[src/core/tsa_pkg.sv]
package tsa_pkg;
    localparam int CHANNELS = 4;
    localparam int OUTPUTS = 8;
    localparam int SLOT_BITS = 6;
    localparam int WORD_BITS = 8;
    localparam int BITS_PER_SLOT = 8;
    localparam logic [5:0] SLOT_RESET = 6'h00;
    localparam logic [2:0] BIT_RESET = 3'h0;
    localparam int ACT_TX_POS = 7;
    localparam int ACT_RX_POS = 6;
    localparam logic [1:0] ACT_BOTH = 2'h0;
    localparam logic [1:0] ACT_TX = 2'h1;
    localparam logic [1:0] ACT_RX = 2'h2;
    localparam logic [1:0] ACT_OFF = 2'h3;
    localparam logic [2:0] SHIFT_RESET = 3'h0;
endpackage : tsa_pkg

[src/core/slot_counter.sv]
`timescale 1ns/1ps
module slot_counter (
    input wire logic CLOCK,
    input wire logic RESET,
    input wire logic bclk_fall,
    input wire logic frame_high,
    output logic [5:0] slot,
    output logic running
);
    logic [2:0] bit_reg;
    logic [5:0] slot_reg;
    logic run_reg;
    logic start_reg;
    // frame start seen high is taken on the first falling bit clock after it rises
    wire start_now = bclk_fall && frame_high && !start_reg;
    always_ff @(posedge CLOCK) begin
        if (RESET) begin
            bit_reg <= tsa_pkg::BIT_RESET;
            slot_reg <= tsa_pkg::SLOT_RESET;
            run_reg <= 1'b0;
            start_reg <= 1'b0;
        end else if (bclk_fall) begin
            start_reg <= frame_high;
            if (start_now) begin
                bit_reg <= tsa_pkg::BIT_RESET; // RQ16
                slot_reg <= tsa_pkg::SLOT_RESET; // RQ16
                run_reg <= 1'b1;
            end else begin
                bit_reg <= bit_reg + 3'h1;
                if (bit_reg == 3'h7) begin
                    slot_reg <= slot_reg + 6'h01; // RQ16
                end
            end
        end
    end
    assign slot = slot_reg;
    assign running = run_reg;
endmodule : slot_counter

[src/core/time_slot_assigner.sv]
`timescale 1ns/1ps
// Operation
// RQ1: eight-bit-clock transmit and receive slots for four codecs
// RQ2: each sync output independently assignable to any of 64 slots
// RQ3: transmit syncs rest low, high eight bit clocks in assigned slot
// RQ4: receive syncs rest low, high eight bit clocks in assigned slot
// RQ5: open-drain slot flag pulls low during any active transmit slot
// RQ6: control words are exactly eight serial bits
// RQ7: transmit action bit first, then receive action bit, then slot bits
// RQ8: control port framed by active-low select, clocked by own clock
// RQ9: host supplies transmit frame start synchronous to bit clock
// RQ10: paired mode: dual pin is receive frame start
// RQ11: unidirectional mode: dual pin is channel select msb
// RQ12: channel select, lsb first, picks outputs; held stable during load
// RQ13: unidirectional mode assigns all eight outputs to transmit frame
// RQ14: transmit and receive syncs controlled independently
// RQ15: bits taken on control clock fall; select rise latches new assignment
// RQ16: counter clears at first bit-clock fall after frame start, steps per 8
// RQ17: six binary slot bits; action 00 both, 01 tx, 10 rx, 11 disable
// RQ18: all outputs low and inhibited until assigned
// RQ19: each output has its own slot register and enable
// RQ20: outputs change only on bit-clock edges
module time_slot_assigner (
    input wire logic CLOCK,
    input wire logic RESET,
    input wire logic BCLK,
    input wire logic CTRL_SERIAL_IN,
    input wire logic CTRL_SHIFT_CLOCK,
    input wire logic CTRL_SELECT_N,
    input wire logic MODE_PAIRED,
    input wire logic TX_FRAME_START,
    input wire logic RX_FRAME_START,
    input wire logic CHAN_SEL_LSB,
    input wire logic CHAN_SEL_MID,
    output logic TX_SYNC_OUT_0,
    output logic TX_SYNC_OUT_1,
    output logic TX_SYNC_OUT_2,
    output logic TX_SYNC_OUT_3,
    output logic RX_SYNC_OUT_0,
    output logic RX_SYNC_OUT_1,
    output logic RX_SYNC_OUT_2,
    output logic RX_SYNC_OUT_3,
    output logic TX_SLOT_ACTIVE_N_O,
    output logic TX_SLOT_ACTIVE_N_OE
);
    ////////////////////////////////////////////////////////////////////////
    // two-flop synchronisers for every pin
    localparam int NS = 9;
    // select and control clock rest high; resetting them low would fake a select rise
    localparam logic [NS-1:0] PIN_IDLE = 9'h060;
    logic [NS-1:0] meta_reg;
    logic [NS-1:0] sync_reg;
    logic [NS-1:0] pins;
    assign pins = {BCLK, CTRL_SERIAL_IN, CTRL_SHIFT_CLOCK, CTRL_SELECT_N, MODE_PAIRED,
                   TX_FRAME_START, RX_FRAME_START, CHAN_SEL_LSB, CHAN_SEL_MID};
    always_ff @(posedge CLOCK) begin
        if (RESET) begin
            meta_reg <= PIN_IDLE;
            sync_reg <= PIN_IDLE;
        end else begin
            meta_reg <= pins;
            sync_reg <= meta_reg;
        end
    end
    wire bclk_s = sync_reg[8];
    wire din_s = sync_reg[7];
    wire cclk_s = sync_reg[6];
    wire csn_s = sync_reg[5];
    wire paired_s = sync_reg[4];
    wire txfs_s = sync_reg[3];
    wire dual_s = sync_reg[2];
    wire ch0_s = sync_reg[1];
    wire ch1_s = sync_reg[0];

    ////////////////////////////////////////////////////////////////////////
    // edge detection on sampled clocks and select
    logic bclk_d_reg;
    logic cclk_d_reg;
    logic csn_d_reg;
    always_ff @(posedge CLOCK) begin
        if (RESET) begin
            bclk_d_reg <= 1'b0;
            cclk_d_reg <= 1'b1;
            csn_d_reg <= 1'b1;
        end else begin
            bclk_d_reg <= bclk_s;
            cclk_d_reg <= cclk_s;
            csn_d_reg <= csn_s;
        end
    end
    wire bclk_fall = bclk_d_reg && !bclk_s;
    wire cclk_fall = cclk_d_reg && !cclk_s;
    wire cs_rise = !csn_d_reg && csn_s;

    ////////////////////////////////////////////////////////////////////////
    // control shifter
    logic [7:0] shift_reg;
    logic [3:0] count_reg;
    logic [2:0] chan_reg;
    always_ff @(posedge CLOCK) begin
        if (RESET) begin
            shift_reg <= 8'h00;
            count_reg <= 4'h0;
            chan_reg <= tsa_pkg::SHIFT_RESET;
        end else if (csn_s) begin
            count_reg <= cs_rise ? count_reg : 4'h0;
        end else if (cclk_fall) begin
            shift_reg <= {shift_reg[6:0], din_s}; // RQ15 RQ7
            // select held stable while loading, so capture with each bit
            chan_reg <= {!paired_s && dual_s, ch1_s, ch0_s}; // RQ12 RQ11
            if (count_reg != 4'hF) begin
                count_reg <= count_reg + 4'h1;
            end
        end
    end
    // only an exact eight-bit word is honoured; longer or shorter is dropped
    wire word_ok = cs_rise && (count_reg == 4'(tsa_pkg::WORD_BITS)); // RQ6 RQ8
    wire act_tx_n = shift_reg[tsa_pkg::ACT_TX_POS];
    wire act_rx_n = shift_reg[tsa_pkg::ACT_RX_POS];
    wire [5:0] new_slot = shift_reg[5:0]; // RQ17

    ////////////////////////////////////////////////////////////////////////
    // assignment registers, index 0-3 transmit, 4-7 receive
    logic [5:0] slot_reg [tsa_pkg::OUTPUTS];
    logic [tsa_pkg::OUTPUTS-1:0] en_reg;
    logic [tsa_pkg::OUTPUTS-1:0] pend_reg;
    logic [tsa_pkg::OUTPUTS-1:0] wr_tx;
    logic [tsa_pkg::OUTPUTS-1:0] wr_en;
    logic [tsa_pkg::OUTPUTS-1:0] wr_sel;
    logic [5:0] tx_slot;
    logic [5:0] rx_slot;
    logic tx_run;
    logic rx_run;
    logic [tsa_pkg::OUTPUTS-1:0] fire_reg;
    logic [2:0] tx_bit_reg;
    logic [2:0] rx_bit_reg;
    logic tx_start_reg;
    logic rx_start_reg;
    wire rx_fs = paired_s ? dual_s : txfs_s; // RQ10 RQ13
    // a frame start is taken once, at the first bit-clock fall that sees it high
    wire tx_start_now = txfs_s && !tx_start_reg;
    wire rx_start_now = rx_fs && !rx_start_reg;

    genvar g;
    generate
        for (g = 0; g < tsa_pkg::OUTPUTS; g++) begin : g_out
            localparam bit IS_RX = (g >= tsa_pkg::CHANNELS);
            localparam logic [2:0] IDX = 3'(g);
            localparam logic [1:0] LOW = 2'(g % tsa_pkg::CHANNELS);
            // paired mode addresses a pair; unidirectional addresses one output
            assign wr_sel[g] = word_ok && (paired_s ? (chan_reg[1:0] == LOW)
                                                   : (chan_reg == IDX)); // RQ12 RQ13
            // paired mode: per-direction action bits; unidirectional: 11 disables
            assign wr_en[g] = paired_s ? (IS_RX ? !act_rx_n : !act_tx_n)
                                       : !(act_tx_n && act_rx_n); // RQ17 RQ14
            // in paired mode a direction not named is left alone, except 11 disables
            assign wr_tx[g] = wr_sel[g] && (wr_en[g] || (act_tx_n && act_rx_n));
            wire [5:0] cnt = (IS_RX && paired_s) ? rx_slot : tx_slot;
            wire run = (IS_RX && paired_s) ? rx_run : tx_run;
            wire [2:0] bitc = (IS_RX && paired_s) ? rx_bit_reg : tx_bit_reg;
            wire start = (IS_RX && paired_s) ? rx_start_now : tx_start_now;
            // a slot boundary is the end of bit seven or a fresh frame start
            wire bound = bitc == 3'h7 || start;
            wire [5:0] nxt = start ? tsa_pkg::SLOT_RESET : cnt + 6'h01;
            always_ff @(posedge CLOCK) begin
                if (RESET) begin
                    slot_reg[g] <= tsa_pkg::SLOT_RESET;
                    en_reg[g] <= 1'b0; // RQ18
                    pend_reg[g] <= 1'b0;
                    fire_reg[g] <= 1'b0;
                end else begin
                    if (wr_tx[g]) begin
                        slot_reg[g] <= new_slot; // RQ2 RQ19
                        en_reg[g] <= wr_en[g];
                        pend_reg[g] <= wr_en[g];
                    end else if (bclk_fall && bound) begin
                        pend_reg[g] <= 1'b0; // RQ15
                    end
                    // decided at a slot boundary, then held for the whole slot;
                    // a new write waits a full slot so no pulse is cut short
                    if (bclk_fall && bound) begin
                        fire_reg[g] <= run && en_reg[g] && !pend_reg[g]
                            && nxt == slot_reg[g]; // RQ3 RQ4 RQ20
                    end
                end
            end
            // falls counted while this output stands; one slot is eight of them
            logic [3:0] width_reg;
            always_ff @(posedge CLOCK) begin
                if (RESET || !fire_reg[g]) begin
                    width_reg <= 4'h0;
                end else if (bclk_fall && width_reg != 4'hF) begin
                    width_reg <= width_reg + 4'h1;
                end
            end

        end
    endgenerate

    ////////////////////////////////////////////////////////////////////////
    // frame counters
    logic [5:0] tx_slot_raw;
    logic [5:0] rx_slot_raw;
    slot_counter u_tx_cnt (
        .CLOCK(CLOCK),
        .RESET(RESET),
        .bclk_fall(bclk_fall),
        .frame_high(txfs_s), // RQ9
        .slot(tx_slot_raw),
        .running(tx_run)
    );
    slot_counter u_rx_cnt (
        .CLOCK(CLOCK),
        .RESET(RESET),
        .bclk_fall(bclk_fall),
        .frame_high(rx_fs),
        .slot(rx_slot_raw),
        .running(rx_run)
    );
    assign tx_slot = tx_slot_raw;
    assign rx_slot = rx_slot_raw;
    // bit position mirror, used to find slot boundaries
    always_ff @(posedge CLOCK) begin
        if (RESET) begin
            tx_bit_reg <= 3'h7;
            rx_bit_reg <= 3'h7;
        end else if (bclk_fall) begin
            tx_bit_reg <= tx_start_now ? 3'h0 : tx_bit_reg + 3'h1; // RQ1
            rx_bit_reg <= rx_start_now ? 3'h0 : rx_bit_reg + 3'h1;
        end
    end
    always_ff @(posedge CLOCK) begin
        if (RESET) begin
            tx_start_reg <= 1'b0;
            rx_start_reg <= 1'b0;
        end else if (bclk_fall) begin
            tx_start_reg <= txfs_s;
            rx_start_reg <= rx_fs;
        end
    end

    ////////////////////////////////////////////////////////////////////////
    // outputs
    assign TX_SYNC_OUT_0 = fire_reg[0];
    assign TX_SYNC_OUT_1 = fire_reg[1];
    assign TX_SYNC_OUT_2 = fire_reg[2];
    assign TX_SYNC_OUT_3 = fire_reg[3];
    assign RX_SYNC_OUT_0 = fire_reg[4];
    assign RX_SYNC_OUT_1 = fire_reg[5];
    assign RX_SYNC_OUT_2 = fire_reg[6];
    assign RX_SYNC_OUT_3 = fire_reg[7];
    // paired: any transmit pulse; unidirectional: any pulse at all
    wire slot_busy = paired_s ? (|fire_reg[3:0]) : (|fire_reg); // RQ5
    assign TX_SLOT_ACTIVE_N_O = 1'b0;
    assign TX_SLOT_ACTIVE_N_OE = slot_busy; // RQ5
endmodule : time_slot_assigner

[config.mk]
export PLATFORM = sky130hd
export DESIGN_NAME = time_slot_assigner
export DESIGN_NICKNAME = d
export VERILOG_FILES = /design/src/core/tsa_pkg.sv /design/src/core/slot_counter.sv /design/src/core/time_slot_assigner.sv
export SDC_FILE = /design/constraint.sdc
export NUM_CORES = 1
export LEC_CHECK = 0
export BUFFER_PORTS_ARGS = -buffer_cell sky130_fd_sc_hd__buf_4
export CAP_MARGIN = 20
export CORE_MARGIN = 2
export CORE_UTILIZATION = 40
export CTS_CLUSTER_DIAMETER = 150
export CTS_CLUSTER_SIZE = 24
export DETAILED_ROUTE_END_ITERATION = 16
export GPL_TIMING_DRIVEN = 0
export PLACE_DENSITY = 0.59
export SLEW_MARGIN = 20
export SYNTH_ARGS = -nofsm -noshare
export SYNTH_HDL_FRONTEND = slang
export SYNTH_HIERARCHICAL = 1
export SYNTH_SLANG_ARGS = --single-unit
[constraint.sdc]
create_clock -name CLOCK -period 6.1 [get_ports CLOCK]
set_input_delay 0.61 -clock CLOCK [delete_from_list [all_inputs] [get_ports CLOCK]]
set_output_delay 0.61 -clock CLOCK [all_outputs]
set_load 0.01 [all_outputs]
# ---- Yosys cells after proc, flatten, opt, wreduce, memory -nomap -nowiden
# Memory sizes are Yosys's and may differ from the RTL's.
# Cells that the tools add are included.
dict set report word_totals {
  regBits 88
  ram_bits 48
  wordCells 256
  n_memories 1
}
# memory words width rd rd_clocked_by_memory_dff write_ports line
set memory_table {}
lappend memory_table {slot_reg 8 6 8 0 8 time_slot_assigner.sv:124} ;# logic [5:0] slot_reg [tsa_pkg::OUTPUTS];
dict set report op_classes {
  addsub 8
  eq_ne 25
  muxes 74
  bitwise_logic 9
  reduce_logical 97
}
# operator n
set op_table {}
lappend op_table {{6-bit two-way mux} 15}
lappend op_table {{1-bit logical AND} 54}
lappend op_table {{1-bit two-way mux} 50}
lappend op_table {{6-bit equality test} 8}
lappend op_table {{3-bit equality test, second input constant} 8}
lappend op_table {{2-bit nonzero test} 12}
lappend op_table {{6-bit by 1-bit adder with 6-bit output, second input constant} 3}
lappend op_table {{1-bit logical NOT} 17}
lappend op_table {{4-bit two-way mux} 4}
lappend op_table {{3-bit two-way mux} 5}
lappend op_table {{3-bit by 1-bit adder with 3-bit output, second input constant} 4}
lappend op_table {{2-bit AND reduction} 5}
lappend op_table {{1-bit OR} 8}
lappend op_table {{8-bit OR reduction} 1}
lappend op_table {{3-bit by 2-bit equality test with 1-bit output, second input constant} 2}
lappend op_table {{4-bit by 1-bit adder with 4-bit output, second input constant} 1}
lappend op_table {{2-bit equality test, second input constant} 2}
lappend op_table {{4-bit equality test, second input constant} 1}
lappend op_table {{1-bit logical OR} 4}
lappend op_table {{4-bit inequality test, second input constant} 1}
lappend op_table {{4-bit OR reduction} 1}
lappend op_table {{3-bit by 1-bit equality test with 1-bit output, second input constant} 1}
lappend op_table {{3-bit logical NOT} 1}
lappend op_table {{3-bit AND reduction} 1}
lappend op_table {{other kinds (4)} 4}

# ---- Depth between registers and ports, before layout
# Gate-level depths: netlist (run 1).
dict set report logic_depth {
  depth_word 9
  ltp_mapped 10
  ltp_nobuf 9
}

# ---- Modules after synthesis
# Netlist (run 1), hierarchy kept.
# mod n_inst cells_per_inst area_per_inst_um2 seq_area_each_um2
set by_module_without_submodules {}
lappend by_module_without_submodules {time_slot_assigner 1 529 5432.7 2802.7}
lappend by_module_without_submodules {slot_counter 2 52 490.5 220.2}

# ---- Worst setup path after synthesis (run 1)
# OpenSTA, ideal clock, no wires.
dict set report synth_timing {
  path_type {reg2reg}
  start {register sync_reg[4]}
  end {register fire_reg (netlist bit RX_SYNC_OUT_3)}
  setup_time_ns 0.067
  arrival_time_ns 2.584
  slack_ns 3.449
  path_stages_with_launch 11
  synth_period_minus_slack_ns 2.651
  path_cell_list {dfxtp_1 > buf_2 > mux2i_2 > inv_1 > ha_1 > clkbuf_1 > nor4bb_1 > a31oi_1 > o32a_1 > a2111o_1 > o21ai_2}
}
dict set report synth_via {
  elab_chain_cells 6
}
# element line
set synth_lines {}
lappend synth_lines {{start: declaration} time_slot_assigner.sv:52} ;# logic [NS-1:0] sync_reg;
lappend synth_lines {{start signal: assignment} time_slot_assigner.sv:62} ;# sync_reg <= meta_reg;
lappend synth_lines {{parallel branches: the longest is 6 deep, another holds 6-bit by 1-bit adder with 6-bit output} n/a}
lappend synth_lines {{end signal: indexed assignment} time_slot_assigner.sv:182} ;# fire_reg[g] <= run && en_reg[g] && !pend_reg[g]
lappend synth_lines {{end: declaration} time_slot_assigner.sv:134} ;# logic [tsa_pkg::OUTPUTS-1:0] fire_reg;
# Parallel ways; which one is timed is not known.
# A chain may end at the register's enable or synchronous reset.

# ---- Worst setup path in the final report (run 1)
dict set report layout_timing {
  start {register sync_reg[4]}
  end {register fire_reg (netlist bit RX_SYNC_OUT_2)}
}
# Same word-level chain as after synthesis.

==> results of run 1 <==
[synthesized netlist by cell type, types with 6 or more instances]
library cell / number
edfxtp_1: 48
inv_1: 16
clkbuf_1: 14
a22o_1: 6
xor2_1: 30
or2_2: 8
xnor2_1: 18
nand3b_1: 11
nor2b_1: 19
nand3_1: 17
a32o_1: 9
a21oi_1: 33
ha_1: 13
nor3_1: 9
nor2_1: 43
nand2_1: 51
o21ai_0: 17
and2_1: 51
dfxtp_1: 90
mux2i_1: 11
o21ai_1: 9
[layout make-up]
type | count | area, um^2 | share of cell area [%]
Clock buffer | 22 | 507 | 6.82
Tap cell | 216 | 270 | 3.64
Buffer | 26 | 123 | 1.65
Clock inverter | 10 | 86.3 | 1.16
Multi-Input combinational cell | 453 | 2990 | 40.3
Sequential cell | 138 | 3240 | 43.7
Inverter | 16 | 60.1 | 0.809
Timing Repair Buffer | 19 | 143 | 1.92
[metrics by stage]
step	cell area (um^2)	util, %	setup slack [ns]	hold slack (ns)	total power [W]
3_3_place_gp	6830	43.3	2.78	0.392	0.00107
6_report	7430	47.1	2.65	0.371	0.00207
4_1_cts	7420	47.0	2.63	0.356	0.00209
3_5_place_dp	6830	43.3	2.67	0.395	0.00108
5_1_grt	7430	47.1	2.50	0.360	0.00214
2_1_floorplan	6410	-	3.45	0.389	0.00105
[power groups by stage]
| stage | sequential [W] | clock (W) | combinational (W) |
|---|---|---|---|
| 5_1_grt | 0.000984 | 0.00107 | 0.0000855 |
| 2_1_floorplan | 0.000998 | 0 | 0.0000533 |
| 4_1_cts | 0.000982 | 0.00103 | 0.0000762 |
| 3_3_place_gp | 0.00100 | 0 | 0.0000737 |
| 3_5_place_dp | 0.00100 | 0 | 0.0000760 |
| 6_report | 0.000982 | 0.00102 | 0.0000762 |
[worst paths after layout]
kind / start / end / slack (ns)
worst max-delay path: sync_reg[4] / RX_SYNC_OUT_2 / 2.65
worst min register to register: meta_reg[6] / sync_reg[6] / 0.41
worst max register to register: sync_reg[4] / RX_SYNC_OUT_2 / 2.65
worst min-delay path: CTRL_SHIFT_CLOCK / meta_reg[6] / 0.37
[kinds of logic after synthesis]
family / Yosys count / share of synthesized area [%]
AND/OR/NAND/NOR: 252 / 21.8
flip-flops: 138 / 50.6
AO/OA/AOI/OAI: 125 / 13.3
XOR/XNOR: 48 / 6.55
buffers and inverters: 42 / 2.85
multiplexers: 14 / 2.28
adder cells (fa/ha/maj): 13 / 2.54
other: 1 / 0.0585
[routing by layer]
metal | vias to the layer above | track usage [%]
li1 | 2351 | -
met1 | 2305 | 22.4
met2 | 99 | 31.1
met3 | 15 | 4.80
met4 | 0 | 6.26
met5 | - | 0
[placed cells by master, fill, tap and decap left out, drive strengths merged, types with 4 or more instances in the layout]
cell,n
a31oi,4
a21oi,33
a211oi,4
and2,52
xnor2,18
nor2b,21
nor3,9
nand2,51
a22o,6
a221o,4
o31ai,5
nor2,43
xor2,30
dfxtp,90
or2,8
buf,31
nand2b,4
o21ai,27
inv,17
nor4b,5
and4,5
ha,13
edfxtp,48
clkinv,7
nor4,5
mux2i,12
nand3b,11
nand3,17
or3,4
a32o,9
o32ai,5
clkbuf,36
==> metrics.txt, run 1 <==
final setup fails=0; CTS tree=yes; Net Count, Synth=657; layout cells sized above 1=11.4%; number of flops mapped to enable cells by yosys=48; Combinational Power Share=3.7%; Overall Global Routing Usage=18.2%; post-synthesis sequential area ratio=50.6%; sw power=0.000447 W; Final ANT Viol Nets=0; FILL cells=1,515; chip height=131 um; Clock Skew=0.00665 ns; final setup TNS=0 ns; Slew HR=44.9%; asr flop ratio synth=0%; internal power=0.00163 W; clk buf depth=2; cts bufs inserted=17; Max Clock Freq=290 MHz; final wirelength=14.6 mm; Levels on crit path=9; largest delay contributor family on the critical path=XOR/XNOR gates; max FFs per register=48; Syn Inst Count=633; DRT met1 WL=6.56 mm; Layout Nets=695; Crit Path Class=reg -> reg; R2R cell count=9; Die ar.=17,100 um^2; GPL Wtd Cong=0.830; Synth top area share=28.1%; max cap viols=0; actual slew at the worst max-slew pin=0.821 ns; Core Area=15,800 um^2; Setup Fix Bufs, Post-CTS=0; Vias/cell=5.30; hold-fix buffers at CTS=0; synth top area cells=dfxtp_1 28%, edfxtp_1 22%, and2_1 5.0%; switching share of power=21.5%; minimum clock period=3.45 ns; Synth-to-Final Area Change=15.8%; Slew Viols, Final=0; worst path bufs/invs=2; largest net degree at the start of global routing=17; hpwl dp=10.4 mm; Pleak=2.74 nW; Hold Crit Depth=2; Tcrit/Tclk final=56.5%; # rows=46; clk sinks=138; sequential share of power=47.3%; top sig layer=met4; drt pass-1 iters=5; CP cell instances=buf_2 > mux2i_2 > inv_1 > ha_1 > xnor2_1 > xor2_1 > a2111oi_0 > o21a_1 > a32o_1; power per standard cell area=279 nW/um^2; drt initial violations=388; Max VDD drop=0.000201 V; flop and latch count out of synthesis=138; Clk Latency, worst-skew pair=0.42 ns; Crit Path Max Fanout=10; initial antenna violation count=0; Initial Util=40.7%; largest stage delay on the critical path=0.66 ns; CP Data Required Time=6.46 ns; worst min-delay path class=in -> reg; Chip Width=131 um; RSZ-0062 raised after global routing=false; status=complete, no violations; Post-Place Cells=868; final antenna diode count=0; slowest CP cell=mux2i_2; met3 routed WL=602 um; ys flop type=dfxtp_1; clock slew at reported path FFs=0.06 ns; Crit path arrival time=3.80 ns; cells resized by post-CTS repair=0; clock power share=49.0%; H-tree depth=4; Port Buffers=19; Wirelength per Cell=16.2 um; Post-Syn Area per Cell=10.1 um^2; startpoint types=flip-flop; Post-route DRC=0; number of global-route vias before repair=4,711; dominant cell type by area after synthesis=dfxtp_1; global route total overflow=0; Via Count=4,770; Met2 Wirelength=7.24 mm; Final Hold Vio Count=0; CP Capture Type=flip-flop; synthesis warning total=6; Non-Filler Instances=900; Synth cell types=64; netlist area before placement=6410 um^2; Root Driver=clkbuf_16; first-pass GRT wire length=23.5 mm; Ports=21
(Power assumes the default switching activity.)
==> run 2, diff against run 1 <==
PLACE_DENSITY = 0.61   (was 0.59)
clock period = 2.81 ns   (was 6.1 ns; I/O delays follow)
==> run 2 against run 1 <==
Critical path depth rose by 1. Flip-flop and latch count did not move. Maximum frequency rose by 26%. Clock skew barely moved. Clock-buffer cell count fell by 2. Hold slack got worse by 0.33 ns. First-iteration DRC count fell by 25%. Global-route usage rose by 0.20 points. Sequential power rose by 120%. Utilization rose by 0.58 points. Critical endpoint is now RX_SYNC_OUT_0. Cell area rose by 1.2%. Non-clock buffer count did not move.
==> metrics.txt, run 2 (synthesis results as in run 1) <==
number of global-route vias before repair=4,606 (was 4,711); final setup fails=0 (unchanged); max FFs per register=48 (unchanged); final antenna diode count=0 (unchanged); leading cell type in the layout, fill and taps excluded=dfxtp_1 (unchanged); Post-route DRC=0 (unchanged); Via Count=4,762 (was 4,770); chip height=131 um (unchanged); clk sinks=138 (unchanged); worst path bufs/invs=2 (unchanged); Pleak=2.75 nW (was 2.74 nW); Root Driver=clkbuf_16 (unchanged); Initial Util=40.7% (unchanged); CTS tree=yes (unchanged); Synth-to-Final Area Change=17.2% (was 15.8%); layout cells sized above 1=12.7% (was 11.4%); largest net degree at the start of global routing=17 (unchanged); hpwl dp=10.4 mm (about the same); Clock Skew=0.00682 ns (was 0.00665 ns); Slew HR=46.0% (was 44.9%); Slew Viols, Final=0 (unchanged); CP cell instances=buf_12 > buf_8 > mux2_2 > ha_2 > and4b_1 > a41oi_2 > xnor2_4 > a221o_1 > a21oi_1 > a32o_1 (was buf_2 > mux2i_2 > inv_1 > ha_1 > xnor2_1 > xor2_1 > a2111oi_0 > o21a_1 > a32o_1); startpoint types=flip-flop (unchanged); CP Capture Type=flip-flop (unchanged); Overall Global Routing Usage=18.4% (was 18.2%); # rows=46 (unchanged); actual slew at the worst max-slew pin=0.802 ns (was 0.821 ns); Chip Width=131 um (unchanged); Vias/cell=5.29 (was 5.30); first-pass GRT wire length=23.5 mm (unchanged); Max VDD drop=0.000413 V (was 0.000201 V); clock slew at reported path FFs=0.06 ns (about the same); max cap viols=0 (unchanged); hold-fix buffers at CTS=0 (unchanged); Crit path arrival time=3.10 ns (was 3.80 ns); status=complete, no violations (unchanged); final setup TNS=0 ns (unchanged); H-tree depth=4 (unchanged); minimum clock period=2.73 ns (was 3.45 ns); FILL cells=1,474 (was 1,515); GPL Wtd Cong=0.844 (was 0.830); power per standard cell area=597 nW/um^2 (was 279 nW/um^2); Clk Latency, worst-skew pair=0.43 ns (was 0.42 ns); DP Worst Slack=-0.608 ns (was 2.67 ns); Port Buffers=19 (unchanged); worst min-delay path class=in -> reg (unchanged); commonest non-fill, non-tap cells in the layout=89 x dfxtp_1, 51 x nand2_1, 51 x and2_1, 48 x edfxtp_1, 43 x nor2_1 (was 90 x dfxtp_1, 51 x nand2_1, 51 x and2_1, 48 x edfxtp_1, 43 x nor2_1); drt initial violations=291 (was 388); largest stage delay on the critical path=0.39 ns (was 0.66 ns); Final ANT Viol Nets=0 (unchanged); Die ar.=17,100 um^2 (unchanged); cts bufs inserted=17 (unchanged); Layout Nets=695 (unchanged); Final Hold Vio Count=0 (unchanged); CP Data Required Time=3.18 ns (was 6.46 ns); Core Area=15,800 um^2 (unchanged); Max Clock Freq=366 MHz (was 290 MHz); largest delay contributor family on the critical path=compound AO/OA/AOI/OAI gates (was XOR/XNOR gates); Wirelength per Cell=16.3 um (was 16.2 um); slowest CP cell=dfxtp_4 (was mux2i_2); final wirelength=14.7 mm (was 14.6 mm); Crit Path Class=reg -> reg (unchanged); PnR worst setup slack=0.0781 ns (was 2.65 ns); Ports=21 (unchanged); drt pass-1 iters=4 (was 5); Tcrit/Tclk final=97.2% (was 56.5%); clk buf depth=2 (unchanged); initial antenna violation count=0 (unchanged); Crit Path Max Fanout=10 (unchanged); global route total overflow=0 (unchanged)
run 2: changes by cell type in the layout (fill, tap and decap cells not counted), moves of 2 or more:
cell       before  now
xnor2_4         0    2
xnor2_1        18   16
buf_2           5    3
clkbuf_16      19   17
run 2: worst paths after layout:
path / slack [ns] / to / from / cells past startpoint
worst max-delay path: 0.08 / RX_SYNC_OUT_0 / sync_reg[4] / 10
worst min-delay path: 0.04 / meta_reg[6] / CTRL_SHIFT_CLOCK / 2
worst max register to register: 0.08 / RX_SYNC_OUT_0 / sync_reg[4] / 10
worst min register to register: 0.41 / sync_reg[5] / meta_reg[5] / 1
run 2: layout make-up:
class                      instances  area [um^2]  share of cell area (%)
clock buffer                      20          457                    6.08
multi-input combinational        453         3060                    40.7
buffer                            25          144                    1.91
inverter                          16         63.8                   0.849
sequential                       138         3250                    43.2
tap                              216          270                    3.60
clock inverter                    12          123                    1.63
timing repair buffer              20          150                    2.00
run 2: stage by stage:
stage	instances	utilization [%]	total power, W	cell area [um^2]	hold WS, ns
6_report	900	47.7	0.00449	7520	0.0387
3_3_place_gp	868	43.3	0.00233	6830	0.393
5_1_grt	900	47.7	0.00464	7520	0.0313
2_1_floorplan	633	-	0.00228	6410	0.353
3_5_place_dp	868	43.3	0.00234	6830	0.397
4_1_cts	900	47.3	0.00451	7450	0.0272
run 2: power breakdown:
part / switching [W] / internal (W)
registers: 0.0000266 / 0.00210
logic: 0.000102 / 0.0000682
clock network: 0.000841 / 0.00134
run 2: timing repair:
item | CTS | global route
setup endpoints to repair | 4 | 5
pin swaps | 1 | 1
resized for setup | 9 | 10
buffers inserted | 1 | 0
run 2: metal layers:
metal  vias up  share of wire (%)  global-route usage (%)
li1       2355                  -                       -
met1      2301                 44                    22.7
met2        85                 50                    31.3
met3        21                3.6                    4.64
met4         0                2.1                    6.82
met5         -                  0                       0
